<file path="src/core/isa_fwd_consts.svh">
// Constants for the ISA-to-PCI memory forward decoder: register indices, fields, reset values.
//------------------------------------------------------------------------------
// Notes on behaviour
//------------------------------------------------------------------------------
`ifndef ISA_FWD_CONSTS_SVH
`define ISA_FWD_CONSTS_SVH

// Register indices; the Wishbone byte address is four times the index.
`define FWD_IDX_CONTROL 8'h48
`define FWD_IDX_ROM 8'h49
`define FWD_IDX_HOLE_BOTTOM 8'h4A
`define FWD_IDX_HOLE_TOP 8'h4B
`define FWD_IDX_UTILITY_CS 8'h50
`define FWD_IDX_STATUS 8'h51
`define FWD_IDX_FWD_COUNT 8'h52
`define FWD_IDX_KEEP_COUNT 8'h53

// Reset values.
`define FWD_RST_CONTROL 8'h01
`define FWD_RST_ROM 8'h00
`define FWD_RST_HOLE_BOTTOM 8'h10
`define FWD_RST_HOLE_TOP 8'h0F
`define FWD_RST_UTILITY_CS 8'h00

// Field positions.
`define FWD_CTRL_TOP_MSB 7
`define FWD_CTRL_TOP_LSB 4
`define FWD_CTRL_LOW_MSB 3
`define FWD_CTRL_LOW_LSB 0
`define FWD_UCS_BIOS_BIT 6
`define FWD_LOW_BIOS_BIT 3

`endif

</file>
<file path="src/core/isa_fwd_pkg.sv">
// Types shared by the ISA-to-PCI memory forward decoder.
package isa_fwd_pkg;

   typedef enum logic [2:0] {
      ST_IDLE = 3'b001,
      ST_DECIDE = 3'b010,
      ST_HOLD = 3'b100
   } cycle_state_t;

   typedef enum logic [2:0] {
      RG_LOW_BASE = 3'h0,
      RG_LOW_EXT = 3'h1,
      RG_VIDEO = 3'h2,
      RG_ROM = 3'h3,
      RG_BIOS = 3'h4,
      RG_HIGH_BIOS = 3'h5,
      RG_EXTENDED = 3'h6
   } region_t;

endpackage

</file>
<file path="src/core/forward_decision.sv">
// Combinational forward-or-keep decision for one ISA memory address.
`timescale 1ns/1ns
`include "isa_fwd_consts.svh"
module forward_decision
   import isa_fwd_pkg::*;
#(
   parameter int ADDR_W = 24
) (
   // Address under decision.
   input wire logic [ADDR_W-1:0] addr,
   // Configuration.
   input wire logic [3:0] lowEnable,
   input wire logic [7:0] romEnable,
   input wire logic [3:0] regionTop,
   input wire logic [7:0] holeBottom,
   input wire logic [7:0] holeTop,
   input wire logic biosCsEnable,
   // Result.
   output logic forward,
   output region_t region
);

   if (ADDR_W != 24) begin : g_width_check
      $error("forward_decision serves a 24-bit ISA address only");
   end

   logic [7:0] romHit;
   logic inHole;
   logic below1M;
   logic rawForward;

   // One comparator per 16-Kbyte ROM block between 768K and 896K.
   genvar b;
   generate
      for (b = 0; b < 8; b++) begin : g_rom
         assign romHit[b] = (addr[19:14] == 6'(6'h30 + b)) && romEnable[b];
      end
   endgenerate

   assign below1M = (addr[23:20] == 4'h0);
   // An inverted pair of bounds matches nothing, which disables the hole.
   assign inHole = (addr[23:16] >= holeBottom) && (addr[23:16] <= holeTop);

   always_comb begin
      rawForward = 1'b0;
      region = RG_EXTENDED;
      if (below1M) begin
         if (addr[19] == 1'b0) begin
            region = RG_LOW_BASE;
            rawForward = lowEnable[0];
         end else if (addr[19:17] == 3'b100) begin
            region = RG_LOW_EXT;
            rawForward = lowEnable[1];
         end else if (addr[19:17] == 3'b101) begin
            region = RG_VIDEO;
            rawForward = lowEnable[2];
         end else if (addr[19:17] == 3'b110) begin
            region = RG_ROM;
            rawForward = |romHit;
         end else if (addr[19:16] == 4'hE) begin
            region = RG_BIOS;
            rawForward = lowEnable[`FWD_LOW_BIOS_BIT] && !biosCsEnable;
         end else begin
            region = RG_HIGH_BIOS;
            rawForward = 1'b0;
         end
      end else begin
         region = RG_EXTENDED;
         rawForward = (addr[23:20] <= regionTop);
      end
   end

   assign forward = rawForward && !inHole;

endmodule

</file>
<file path="src/core/isa_to_pci_memory_forward_decoder.sv">
// Top of the ISA-to-PCI memory forward decoder with its Wishbone register file.
//
// The Wishbone slave port is this design's own decision.
`timescale 1ns/1ns
`include "isa_fwd_consts.svh"
module isa_to_pci_memory_forward_decoder
   import isa_fwd_pkg::*;
#(
   parameter int ADDR_W = 24,
   parameter int WB_ADR_W = 12,
   parameter int COUNT_W = 8
) (
   // Clock and reset.
   input wire logic sys_clk,
   input wire logic arst_n,
   // Wishbone classic slave.
   input wire logic wb_cyc_i,
   input wire logic wb_stb_i,
   input wire logic wb_we_i,
   input wire logic [WB_ADR_W-1:0] wb_adr_i,
   input wire logic [3:0] wb_sel_i,
   input wire logic [31:0] wb_dat_i,
   output logic [31:0] wb_dat_o,
   output logic wb_ack_o,
   // ISA master or DMA memory cycle.
   input wire logic memCycleStart,
   input wire logic memCycleEnd,
   input wire logic [ADDR_W-1:0] memAddr,
   // Decision.
   output logic decisionValid,
   output logic forwardToPci,
   output logic keepOnIsa,
   output logic cycleBusy
);

   //---------------------------------------------------------------------------
   // Parameter checks
   //---------------------------------------------------------------------------

   if (ADDR_W != 24) begin : g_addr_check
      $error("ADDR_W must be 24");
   end
   if (WB_ADR_W < 11) begin : g_adr_check
      $error("WB_ADR_W must exceed the register index field");
   end
   if (COUNT_W < 1 || COUNT_W > 8) begin : g_count_check
      $error("COUNT_W must be 1 to 8");
   end

   //---------------------------------------------------------------------------
   // Register index decode
   //---------------------------------------------------------------------------

   typedef enum logic [3:0] {
      SEL_NONE = 4'h0,
      SEL_CONTROL = 4'h1,
      SEL_ROM = 4'h2,
      SEL_HOLE_BOTTOM = 4'h3,
      SEL_HOLE_TOP = 4'h4,
      SEL_UTILITY_CS = 4'h5,
      SEL_STATUS = 4'h6,
      SEL_FWD_COUNT = 4'h7,
      SEL_KEEP_COUNT = 4'h8
   } reg_sel_t;

   // Maps a Wishbone byte address onto a register; upper bits must be zero.
   function automatic reg_sel_t decodeIndex(input logic [WB_ADR_W-1:0] adr);
      reg_sel_t sel;
      sel = SEL_NONE;
      if (adr[1:0] == 2'b00 && adr[WB_ADR_W-1:10] == '0) begin
         case (adr[9:2])
            `FWD_IDX_CONTROL: sel = SEL_CONTROL;
            `FWD_IDX_ROM: sel = SEL_ROM;
            `FWD_IDX_HOLE_BOTTOM: sel = SEL_HOLE_BOTTOM;
            `FWD_IDX_HOLE_TOP: sel = SEL_HOLE_TOP;
            `FWD_IDX_UTILITY_CS: sel = SEL_UTILITY_CS;
            `FWD_IDX_STATUS: sel = SEL_STATUS;
            `FWD_IDX_FWD_COUNT: sel = SEL_FWD_COUNT;
            `FWD_IDX_KEEP_COUNT: sel = SEL_KEEP_COUNT;
            default: sel = SEL_NONE;
         endcase
      end
      return sel;
   endfunction

   //---------------------------------------------------------------------------
   // Wishbone handshake
   //---------------------------------------------------------------------------

   logic busRequest;
   logic writeStrobe;
   reg_sel_t accessSel;

   assign busRequest = wb_cyc_i && wb_stb_i;
   assign accessSel = decodeIndex(wb_adr_i);
   // Writes land on the edge where the master sees the acknowledge.
   assign writeStrobe = busRequest && wb_we_i && wb_ack_o && wb_sel_i[0];

   // Acknowledge one cycle after the request and drop it the cycle after.
   always_ff @(posedge sys_clk or negedge arst_n) begin
      if (!arst_n) begin
         wb_ack_o <= 1'b0;
      end else begin
         wb_ack_o <= busRequest && !wb_ack_o;
      end
   end

   //---------------------------------------------------------------------------
   // Configuration registers
   //---------------------------------------------------------------------------

   logic [7:0] forwardRegionControl;
   logic [7:0] romBlockForwardEnable;
   logic [7:0] forwardHoleBottom;
   logic [7:0] forwardHoleTop;
   logic [7:0] utilityBusChipSelectA;

   // Control: low block enables in the low nibble, region top in the high one.
   always_ff @(posedge sys_clk or negedge arst_n) begin
      if (!arst_n) begin
         forwardRegionControl <= `FWD_RST_CONTROL;
      end else if (writeStrobe && accessSel == SEL_CONTROL) begin
         forwardRegionControl <= wb_dat_i[7:0];
      end
   end

   // One enable per 16-Kbyte expansion ROM block.
   always_ff @(posedge sys_clk or negedge arst_n) begin
      if (!arst_n) begin
         romBlockForwardEnable <= `FWD_RST_ROM;
      end else if (writeStrobe && accessSel == SEL_ROM) begin
         romBlockForwardEnable <= wb_dat_i[7:0];
      end
   end

   // Hole bounds; the reset pair is inverted, so the hole starts disabled.
   always_ff @(posedge sys_clk or negedge arst_n) begin
      if (!arst_n) begin
         forwardHoleBottom <= `FWD_RST_HOLE_BOTTOM;
      end else if (writeStrobe && accessSel == SEL_HOLE_BOTTOM) begin
         forwardHoleBottom <= wb_dat_i[7:0];
      end
   end

   always_ff @(posedge sys_clk or negedge arst_n) begin
      if (!arst_n) begin
         forwardHoleTop <= `FWD_RST_HOLE_TOP;
      end else if (writeStrobe && accessSel == SEL_HOLE_TOP) begin
         forwardHoleTop <= wb_dat_i[7:0];
      end
   end

   // Utility chip-select register; only the BIOS chip-select enable is used here.
   always_ff @(posedge sys_clk or negedge arst_n) begin
      if (!arst_n) begin
         utilityBusChipSelectA <= `FWD_RST_UTILITY_CS;
      end else if (writeStrobe && accessSel == SEL_UTILITY_CS) begin
         utilityBusChipSelectA <= wb_dat_i[7:0];
      end
   end

   //---------------------------------------------------------------------------
   // Decision logic
   //---------------------------------------------------------------------------

   logic [ADDR_W-1:0] cycleAddr;
   logic decideForward;
   region_t decideRegion;

   forward_decision #(
      .ADDR_W(ADDR_W)
   ) u_decision (
      .addr(cycleAddr),
      .lowEnable(forwardRegionControl[`FWD_CTRL_LOW_MSB:`FWD_CTRL_LOW_LSB]),
      .romEnable(romBlockForwardEnable),
      .regionTop(forwardRegionControl[`FWD_CTRL_TOP_MSB:`FWD_CTRL_TOP_LSB]),
      .holeBottom(forwardHoleBottom),
      .holeTop(forwardHoleTop),
      .biosCsEnable(utilityBusChipSelectA[`FWD_UCS_BIOS_BIT]),
      .forward(decideForward),
      .region(decideRegion)
   );

   //---------------------------------------------------------------------------
   // Memory cycle sequencing
   //---------------------------------------------------------------------------

   cycle_state_t state;
   cycle_state_t next_state;

   always_comb begin
      next_state = state;
      case (state)
         ST_IDLE: begin
            if (memCycleStart) begin
               next_state = ST_DECIDE;
            end
         end
         ST_DECIDE: begin
            next_state = ST_HOLD;
         end
         ST_HOLD: begin
            if (memCycleEnd) begin
               next_state = ST_IDLE;
            end
         end
         default: begin
            next_state = ST_IDLE;
         end
      endcase
   end

   always_ff @(posedge sys_clk or negedge arst_n) begin
      if (!arst_n) begin
         state <= ST_IDLE;
      end else begin
         state <= next_state;
      end
   end

   // The cycle address is latched at start so it stays stable while decided.
   always_ff @(posedge sys_clk or negedge arst_n) begin
      if (!arst_n) begin
         cycleAddr <= '0;
      end else if (state == ST_IDLE && memCycleStart) begin
         cycleAddr <= memAddr;
      end
   end

   // The verdict is held from ST_DECIDE until the cycle ends; exactly one of the two is high while held.
   always_ff @(posedge sys_clk or negedge arst_n) begin
      if (!arst_n) begin
         decisionValid <= 1'b0;
      end else begin
         decisionValid <= (state == ST_DECIDE);
      end
   end

   always_ff @(posedge sys_clk or negedge arst_n) begin
      if (!arst_n) begin
         forwardToPci <= 1'b0;
      end else if (state == ST_DECIDE) begin
         forwardToPci <= decideForward;
      end else if (state == ST_HOLD && memCycleEnd) begin
         forwardToPci <= 1'b0;
      end
   end

   always_ff @(posedge sys_clk or negedge arst_n) begin
      if (!arst_n) begin
         keepOnIsa <= 1'b0;
      end else if (state == ST_DECIDE) begin
         keepOnIsa <= !decideForward;
      end else if (state == ST_HOLD && memCycleEnd) begin
         keepOnIsa <= 1'b0;
      end
   end

   assign cycleBusy = (state != ST_IDLE);

   //---------------------------------------------------------------------------
   // Status and counters
   //---------------------------------------------------------------------------

   region_t lastRegion;
   logic lastForward;
   logic [COUNT_W-1:0] forwardCount;
   logic [COUNT_W-1:0] keepCount;
   logic clearForwardCount;
   logic clearKeepCount;
   logic countForward;
   logic countKeep;

   assign clearForwardCount = writeStrobe && accessSel == SEL_FWD_COUNT;
   assign clearKeepCount = writeStrobe && accessSel == SEL_KEEP_COUNT;
   assign countForward = (state == ST_DECIDE) && decideForward;
   assign countKeep = (state == ST_DECIDE) && !decideForward;

   // Region and verdict of the latest cycle, shown in the status register.
   always_ff @(posedge sys_clk or negedge arst_n) begin
      if (!arst_n) begin
         lastRegion <= RG_LOW_BASE;
      end else if (state == ST_DECIDE) begin
         lastRegion <= decideRegion;
      end
   end

   always_ff @(posedge sys_clk or negedge arst_n) begin
      if (!arst_n) begin
         lastForward <= 1'b0;
      end else if (state == ST_DECIDE) begin
         lastForward <= decideForward;
      end
   end

   // A count landing with a clear is kept: the counter restarts at one.
   always_ff @(posedge sys_clk or negedge arst_n) begin
      if (!arst_n) begin
         forwardCount <= '0;
      end else if (clearForwardCount) begin
         forwardCount <= countForward ? COUNT_W'(1) : '0;
      end else if (countForward) begin
         forwardCount <= forwardCount + COUNT_W'(1);
      end
   end

   always_ff @(posedge sys_clk or negedge arst_n) begin
      if (!arst_n) begin
         keepCount <= '0;
      end else if (clearKeepCount) begin
         keepCount <= countKeep ? COUNT_W'(1) : '0;
      end else if (countKeep) begin
         keepCount <= keepCount + COUNT_W'(1);
      end
   end

   //---------------------------------------------------------------------------
   // Read data
   //---------------------------------------------------------------------------

   logic [7:0] readByte;

   always_comb begin
      readByte = 8'h00;
      case (accessSel)
         SEL_CONTROL: readByte = forwardRegionControl;
         SEL_ROM: readByte = romBlockForwardEnable;
         SEL_HOLE_BOTTOM: readByte = forwardHoleBottom;
         SEL_HOLE_TOP: readByte = forwardHoleTop;
         SEL_UTILITY_CS: readByte = utilityBusChipSelectA;
         SEL_STATUS: readByte = {1'b0, lastRegion, 1'b0, lastForward, forwardToPci, cycleBusy};
         SEL_FWD_COUNT: readByte = 8'(forwardCount);
         SEL_KEEP_COUNT: readByte = 8'(keepCount);
         default: readByte = 8'h00;
      endcase
   end

   // Read data is captured as the acknowledge rises; unmapped reads give zero.
   always_ff @(posedge sys_clk or negedge arst_n) begin
      if (!arst_n) begin
         wb_dat_o <= 32'h0000_0000;
      end else if (busRequest && !wb_ack_o && !wb_we_i) begin
         wb_dat_o <= {24'h00_0000, readByte};
      end
   end

endmodule

</file>
<file path="config.mk">
export PLATFORM = sky130hd
export DESIGN_NAME = isa_to_pci_memory_forward_decoder
export DESIGN_NICKNAME = d
export VERILOG_FILES = /design/src/core/isa_fwd_pkg.sv /design/src/core/forward_decision.sv /design/src/core/isa_to_pci_memory_forward_decoder.sv
export VERILOG_INCLUDE_DIRS = /design/src /design/src/core
export SDC_FILE = /design/constraint.sdc
export NUM_CORES = 1
export LEC_CHECK = 0
export CAP_MARGIN = 20
export CORE_UTILIZATION = 55
export DETAILED_ROUTE_END_ITERATION = 6
export DONT_BUFFER_PORTS = 1
export GPL_ROUTABILITY_DRIVEN = 0
export PLACE_DENSITY_LB_ADDON = 0.08
export SLEW_MARGIN = 30
export SYNTH_ARGS = -nofsm -noshare
export SYNTH_HDL_FRONTEND = slang
export SYNTH_SLANG_ARGS = --single-unit
</file>
<file path="constraint.sdc">
create_clock -name sys_clk -period 5.7 [get_ports sys_clk]
set_input_delay 0.57 -clock sys_clk [delete_from_list [all_inputs] [get_ports sys_clk]]
set_output_delay 0.57 -clock sys_clk [all_outputs]
set_load 0.05 [all_outputs]
</file>
### Word-level counts from Yosys, hierarchy flattened

Cells that the tools add are included.
W data, S select, Z words.

* latch bits: 0
* input port bits: 79
* memory bits (read-only): 0
* output and inout port bits: 37
* memories: 0
* register bits: 99
* word-level logic and storage cells: 124
* RAM bits: 0

* bitwise gates (word level): 0
* multiply operators: 0
* magnitude comparators: 3
* div/mod/pow operators: 0
* equality and inequality tests: 34
* reduce and logical (&&, ||, !) cells: 42
* $add $sub $neg: 2
* multiplexer cells: 27
* shifts and indexed selects: 0

Operators by type and width (count)
* $eq A8 B7 Y1 const B: 8
* $pmux W8 S8: 1
* $eq A6 B6 Y1 const B: 8
* $mux W8: 4
* $pmux W4 S8: 1
* $logic_and A1 B1 Y1: 29
* $mux W3: 7
* $add A8 B1 Y8 const B: 2
* $eq A4 B3 Y1 const B: 4
* $eq A3 B3 Y1 const B: 4
* $mux W1: 12
* $pmux W3 S3: 1
* $eq A4 B2 Y1 const B: 2
* $eq A4 B4 Y1 const B: 2
* $ge A8 B8 Y1: 1
* $le A8 B8 Y1: 1
* $reduce_or A8 Y1: 1
* $reduce_bool A2 Y1: 3
* $logic_not A1 Y1: 5
* $eq A4 B1 Y1 const B: 1
* $le A4 B4 Y1: 1
* $logic_not A2 Y1: 2
* $logic_not A4 Y1: 1
* $mux W4: 1
* 5 further kinds: 6

### Longest topological paths before layout

Gate-level depths: netlist of the first run.

* depth in word-level cells: 13
* mapped depth: 9
* depth with buffers taken out: 8

### Modules after synthesis

From an unflattened synthesis of the first run, not the netlist that was laid out.

* cells, all modules: 484
* area, all modules: 5441.5 um^2

By module, submodules not included
* isa_to_pci_memory_forward_decoder: area each 4775.8 um^2, cells each 394, instances 1, seq. area each 2486.1 um^2
* forward_decision: area each 665.6 um^2, cells each 90, instances 1, seq. area each 0.0 um^2

### Least setup slack after synthesis of the first run

Ideal clock, no wire load.

* kind: input -> register
* from: input wb_adr_i[4]
* to: register forwardHoleTop[0]
* buffers on the path: 2
* arrival time: 2290 ps
* setup time: 85 ps
* stages: 6
* path slack: 3325 ps
* required time: 5615 ps
* cell sequence: or4b_1 buf_4 nor4_4 and2_1 buf_4 mux2_1

* cells in the longest elaborated chain, start to end: 5
* elaborated cells on any way between the ends: 12
* those cells by class: eq/ne (9); mux (2); reduce/logical (1)

Ends and longest elaborated chain
* start, declared: RTL line isa_to_pci_memory_forward_decoder.sv:20 `input wire logic [WB_ADR_W-1:0] wb_adr_i,`
* $eq A8 B7 Y1: RTL line isa_to_pci_memory_forward_decoder.sv:71 `case (adr[9:2])`
* $pmux W4 S8 (*): RTL line isa_to_pci_memory_forward_decoder.sv:71
* $mux W4 (*): RTL line isa_to_pci_memory_forward_decoder.sv:70 `if (adr[1:0] == 2'b00 && adr[WB_ADR_W-1:10] == '0) begin`
* $eq A4 B3 Y1 (*): RTL line isa_to_pci_memory_forward_decoder.sv:148 `end else if (writeStrobe && accessSel == SEL_HOLE_TOP) begin`
* $logic_and A1 B1 Y1 (*): RTL line isa_to_pci_memory_forward_decoder.sv:148
* end signal, assigned: RTL line isa_to_pci_memory_forward_decoder.sv:147 `` forwardHoleTop <= `FWD_RST_HOLE_TOP; ``
* end signal, assigned: RTL line isa_to_pci_memory_forward_decoder.sv:149 `forwardHoleTop <= wb_dat_i[7:0];`
* end, declared: RTL line isa_to_pci_memory_forward_decoder.sv:115 `logic [7:0] forwardHoleTop;`

Mark *: on every way between the ends. The rest lies on a longest branch, timed or not.
A chain may end at the register's enable or synchronous reset.

### Final worst setup path of the first run

* from: register cycleAddr[18]
* to: register forwardCount[0]

* cells in the longest elaborated chain, start to end: 12
* elaborated cells on any way between the ends: 36
* those cells by class: order compare (2); eq/ne (12); mux (8); reduce/logical (14)

Ends and longest elaborated chain
* start, declared: RTL line isa_to_pci_memory_forward_decoder.sv:166 `logic [ADDR_W-1:0] cycleAddr;`
* start signal, assigned: RTL line isa_to_pci_memory_forward_decoder.sv:226 `cycleAddr <= memAddr;`
* $eq A6 B6 Y1: RTL line forward_decision.sv:36 `assign romHit[b] = (addr[19:14] == 6'(6'h30 + b)) && romEnable[b];`
* $logic_and A1 B1 Y1: RTL line forward_decision.sv:36
* $reduce_or A8 Y1: RTL line forward_decision.sv:59 `rawForward = |romHit;`
* $mux W1: RTL line forward_decision.sv:57 `end else if (addr[19:17] == 3'b110) begin`
* $mux W1: RTL line forward_decision.sv:54 `end else if (addr[19:17] == 3'b101) begin`
* $mux W1: RTL line forward_decision.sv:51 `end else if (addr[19:17] == 3'b100) begin`
* $mux W1: RTL line forward_decision.sv:48 `if (addr[19] == 1'b0) begin`
* $mux W1: RTL line forward_decision.sv:47 `if (below1M) begin`
* $logic_and A1 B1 Y1 (*): RTL line forward_decision.sv:73 `assign forward = rawForward && !inHole;`
* $logic_and A1 B1 Y1 (*): RTL line isa_to_pci_memory_forward_decoder.sv:276 `assign countForward = (state == ST_DECIDE) && decideForward;`
* $mux W1: RTL line isa_to_pci_memory_forward_decoder.sv:301 `forwardCount <= countForward ? COUNT_W'(1) : '0;`
* $mux W8: RTL line isa_to_pci_memory_forward_decoder.sv:300 `end else if (clearForwardCount) begin`
* end signal, assigned: RTL line isa_to_pci_memory_forward_decoder.sv:301
* end signal, assigned: RTL line isa_to_pci_memory_forward_decoder.sv:303 `forwardCount <= forwardCount + COUNT_W'(1);`
* end, declared: RTL line isa_to_pci_memory_forward_decoder.sv:267 `logic [COUNT_W-1:0] forwardCount;`

Marked as above.

==> metrics.yaml, run 1 <==
worst-path-stages: 7
n_antenna_cell: 0
wl_per_cell_um: 19.8
setup_viol: 0
grt_setup_unrepaired: "no"
critPathKind: "flip-flop to flip-flop"
vdd_ir_drop_max_mv: 0.186
synthArstFlopShare_pct: 100
grt_pass1_vias: 3418
cpMaxStageDelayCell: "dfrtp_1"
htree_levels: 3
drt_iter0_drc: 202
critPathMaxFanout: 12
status: "complete, but fails checks"
numCtsBuffers: 9
dp_hpwl_um: 8500
post-place-ws_ps: 2750
reg2reg_from: "cycleAddr[18]"
die_area_mm2: 0.00961
cts-root-buf: "clkbuf_8"
syn_to_final_growth_pct: 2.84
ant_nets: 0
grt_pass1_wl_um: 18600
regArea_mm2: 0.00214
overflow: 0
whs_ps: 47.8
die_h_um: 98.0
finalHoldViolCount: 0
vias: 3506
clk_path_buf_depth: 2
clock_latency_ps: 350
setup_slack_ps: 3100
synth_edf_count: 0
core-area_mm2: 0.00881
static-leakage-power_uw: 0.00248
grt_antenna_before_repair: 0
nets: 562
rows: 34
rr_worst_depth: 7
start_kind: "flip-flop"
io_buffers: 0
regToRegSetupSlack_ps: 3100
synth_ff_type: "dfrtp_1"
multi_input_area_mm2: 0.00264
viasPerCell: 6.11
netlist_instances: 467
total_power_uw: 1840
power_density_mw_per_mm2: 353
post_cts_buffers: 0
synth.distinct_cells: 68
clk_pin_slew_ps: 90
cts.sinks: 85
drc: 5
initial_core_util_pct: 57.6
max_freq_mhz: 385
fillers: 758
violations: "design-rule violations"
critPathTopFamily: "compound AO/OA/AOI/OAI gates"
crit_required_ps: 5920
slew_headroom_pct: 48.5
tns_ps: 0
totalWireLength_um: 11300
synth_warnings: 0
cp.arrival_ps: 2820
min_path_type: "input pin to async pin"
dr.pass1.iters: 7
die_width_um: 98.0
ys_seq_area_share_pct: 42.1
syn_area_mm2: 0.00507
fin_util_pct: 59.2
critical_path.max_stage_delay_ps: 600
grt_max_degree: 79
post-route-period-util_pct: 45.6
syn_avg_cell_area_um2: 10.9
max_cap_viol_count: 0
drv_slew: 0
period_minus_slack_ps: 2600
critPathBufInv: 0
tritoncts: "yes"
end_kind: "flip-flop"
finalClockSkew_ps: 11.5
crit_chain: "ha_1, a211o_1, a31oi_1, o21ai_0, o21a_1, nor3_1, xnor2_1"
track_usage_pct: 25.3
drive_gt1_share_pct: 14.6
pin_count: 116
synth-seq-cells: 85
rr_endpoint: "forwardCount[0]"
worst_pin_slew_ps: 771
==> synthesized netlist by cell type (5+ instances only) <==
cell	count	share of area, %
nor2_1	11	0.81
ha_1	22	5.4
a21oi_1	14	1.4
mux2_1	17	3.8
a21o_1	11	1.6
mux2_2	22	4.9
nor4_1	5	0.62
o21ai_1	9	0.89
o21ai_0	12	1.2
clkbuf_1	6	0.44
inv_1	25	1.9
a22oi_1	10	1.5
a222oi_1	6	1.2
dfstp_2	7	3.6
dfrtp_1	78	38
buf_4	28	4.1
o211ai_1	6	0.89
mux2i_1	19	3.8
nand3_1	9	0.89
mux2_4	8	2.4
nand4_1	6	0.74
nand2b_1	14	1.7
nand2_1	46	3.4
==> state kept, by name, summed over array words and instances, names as in the netlist <==
name                   count
cycleAddr                 10
forwardCount               8
forwardHoleBottom          8
forwardHoleTop             8
forwardRegionControl       8
keepCount                  8
romBlockForwardEnable      8
utilityBusChipSelectA      8
wb_dat_o                   8
lastRegion                 3
state                      3
decisionValid              1
forwardToPci               1
keepOnIsa                  1
lastForward                1
wb_ack_o                   1
==> power breakdown <==
part	leakage [uW]	switching, uW	internal (uW)	total (uW)
combinational	0.00133	346	216	562
sequential	0.00107	172	693	865
clock	0.0000866	211	203	413
total	0.00248	730	1110	1840
==> logic make-up after synthesis <==
logic type,after synthesis,share of synthesized area (%)
xor gates and xnor gates,3,0.518
and+or+nand+nor,125,15.1
buffers and inverters,66,7.57
muxes,67,15.2
adders and majority gates,22,5.43
DFF,85,42.1
other,1,0.0739
AOI/OAI and AO/OA,98,13.9
==> cell type report <==
cell class / count / share of cell area [%]
inverters: 25 / 1.80
multi-input cells: 339 / 50.6
clock inverters: 4 / 0.960
flip-flops and latches: 85 / 41.0
well taps: 108 / 2.59
repair buffers: 1 / 0.528
clock buffers: 12 / 2.59
==> routing by layer <==
metal	vias up	global-route usage, %	routed length [um]
met4	0	5.83	133
met5	-	0	0
met3	11	4.94	672
met2	121	42.1	5510
met1	1734	34.1	5030
li1	1640	-	-
==> through the flow <==
step / cells / instance area [um^2]
3_3_place_gp: 557 / 5000
2_1_floorplan: 490 / 5160
5_1_grt: 574 / 5220
4_1_cts: 574 / 5220
3_5_place_dp: 557 / 5000
6_report: 574 / 5220
==> repair_timing <==
action	CTS	global route
resized for setup	0	0
endpoints found under the hold margin	78	0
hold buffers	1	0
==> worst max path at each step <==
stage / start / end / slack [ps]
final: cycleAddr[18] / forwardCount[0] / 3100
after CTS: cycleAddr[18] / forwardCount[0] / 3110
after global placement: wb_adr_i[4] / forwardHoleTop[0] / 2770
after floorplan: wb_adr_i[4] / forwardHoleTop[0] / 3330
after global routing: cycleAddr[18] / forwardCount[4] / 2890
after detailed placement: wb_adr_i[4] / forwardHoleTop[0] / 2750
==> placed cells by master (no fill, tap or decap), drive strengths merged, types with 10 or more instances in the layout <==
master,netlist,layout
a21oi,15,15
mux2i,19,19
a21o,12,12
nor2,11,11
ha,22,22
clkbuf,6,12
inv,25,25
a22oi,10,10
nand2b,14,14
o21ai,21,21
mux2,47,47
nand2,49,49
conb,1,24
dfrtp,78,78
nand3,11,11
Power figures use the tool's default switching activity.
==> run 2, diff against run 1 <==
==> constraint.sdc (replaced) <==
create_clock -name sys_clk -period 2.7 [get_ports sys_clk]
set_input_delay 0.27 -clock sys_clk [delete_from_list [all_inputs] [get_ports sys_clk]]
set_output_delay 0.27 -clock sys_clk [all_outputs]
set_load 0.05 [all_outputs]
==> metrics.yaml, run 2 (synthesis gave the netlist of run 1 again) <==
vias: 3565  # +1.7%
finalClockSkew_ps: 12.3  # +0.784 ps
end_kind: "flip-flop"
met1_length_um: 5300  # +5.3%
crit_required_ps: 2990  # -2930 ps
min_path_type: "input pin to flip-flop"
largest_register: "cycleAddr"
finalHoldViolCount: 0  # unchanged
grt_max_degree: 86  # +8.9%
cp.arrival_ps: 2810  # about the same
overflow: 0  # unchanged
n_antenna_cell: 0  # unchanged
clk_path_buf_depth: 2  # unchanged
grt_pass1_vias: 3467  # +1.4%
slew_headroom_pct: 56.0  # +7.5 points
htree_levels: 3  # unchanged
layout.cells.non_filler: 588  # +2.4%
grt_setup_unrepaired: "no"
critPathKind: "flip-flop to flip-flop"
post-route-period-util_pct: 93.3  # +48 points
die_h_um: 98.0  # unchanged
dr.max_layer_used: "met4"
stdcell_area_mm2: 0.00531  # +1.8%
core-area_mm2: 0.00881  # unchanged
viasPerCell: 6.06  # -0.74%
die_width_um: 98.0  # unchanged
clk_pin_slew_ps: 80  # about the same
layout_common_cells: "78 x dfrtp_1, 46 x nand2_1, 25 x inv_1"
max_freq_mhz: 397  # +3.1%
start_kind: "flip-flop"
numCtsBuffers: 9  # unchanged
placed_area_mm2: 0.00508  # +1.7%
pin_count: 116  # unchanged
critPathMaxFanout: 12  # unchanged
ant_nets: 0  # unchanged
met3WireLength_um: 519  # -23%
violations: "design-rule violations"
track_usage_pct: 25.6  # +0.30 points
grt_antenna_before_repair: 0  # unchanged
io_buffers: 0  # unchanged
syn_to_final_growth_pct: 4.64
period_minus_slack_ps: 2520  # -78.0 ps
initial_core_util_pct: 57.6  # unchanged
status: "complete, but fails checks"
largest_reg_flops: 10  # unchanged
dr.pass1.iters: 7  # unchanged
cts-root-buf: "clkbuf_8"
total_power_uw: 3880  # +110%
max_cap_viol_count: 0  # unchanged
final_common_cell: "dfrtp_1"
worst_pin_slew_ps: 653  # -118 ps
tns_ps: 0  # unchanged
wl_per_cell_um: 19.5  # -1.1%
dp_hpwl_um: 8560  # +0.71%
power_density_mw_per_mm2: 731  # +110%
drt_iter0_drc: 213  # +5.4%
static-leakage-power_uw: 0.00255  # +2.8%
tritoncts: "yes"
cts.sinks: 85  # unchanged
rows: 34  # unchanged
setup_viol: 0  # unchanged
nets: 576  # +2.5%
vdd_ir_drop_max_mv: 0.366  # +97%
die_area_mm2: 0.00961  # unchanged
drive_gt1_share_pct: 16.5  # +1.9 points
clock_latency_ps: 370  # +20 ps
drc: 5  # unchanged
dp.cells: 568  # +2.0%
drv_slew: 0  # unchanged
grt_pass1_wl_um: 18700  # +0.60%
post_cts_buffers: 0  # unchanged
met2WireLength_um: 5370  # -2.5%
totalWireLength_um: 11500  # +1.3%
[run 2: worst paths after layout]
check                                          from                  endpoint  slack [ps]  cells past startpoint
max reg2reg                           cycleAddr[23]           forwardCount[6]         180                      7
min in group asynchronous                    arst_n           forwardCount[6]         470                      2
max in group asynchronous                    arst_n   forwardRegionControl[0]        1870                      2
min                                     wb_dat_i[3]         forwardHoleTop[3]           9                      2
max                                   cycleAddr[23]           forwardCount[6]         180                      7
min reg2reg                utilityBusChipSelectA[1]  utilityBusChipSelectA[1]         490                      1
[run 2: worst max-delay path, cell delays in order, from the launching register on]
cell,delay [ps]
dfrtp_1,450
ha_1,320
and2_1,170
a221oi_1,290
o21ai_0,250
o21a_1,330
nor4_1,420
mux2i_1,220
[run 2: area by class of cell]
| type | instances | area, um^2 |
|---|---|---|
| Multi-Input combinational cell | 339 | 2640 |
| Tap cell | 108 | 135 |
| Fill cell | 727 | 3500 |
| Clock inverter | 3 | 15.0 |
| Timing Repair Buffer | 15 | 140 |
| Inverter | 25 | 93.8 |
| Clock buffer | 13 | 149 |
| Sequential cell | 85 | 2140 |
[run 2: power breakdown]
part           total (uW)  internal, uW  switching, uW
Sequential           1830          1460            362
Clock                 819           357            462
Combinational        1240           484            752
[run 2: what timing repair did]
action / CTS / global route
hold buffers: 4 / 0
hold endpoints to repair: 87 / 0
gates resized for setup: 0 / 0
[run 2: through the flow]
stage	hold WS, ps	util (%)	worst slack (ps)
detailed placement	-23.5	57.7	212
global route	19.0	60.3	16.4
global placement	-23.7	57.7	268
floorplan	-25.6	-	490
finish	9.44	60.3	180
CTS	0.653	60.3	197
[run 2: routing by layer]
| metal | GRT usage [%] | vias up |
|---|---|---|
| met5 | 0 | - |
| met4 | 10.5 | 0 |
| met3 | 4.51 | 22 |
| met2 | 39.9 | 100 |
| met1 | 35.4 | 1769 |
| li1 | - | 1674 |
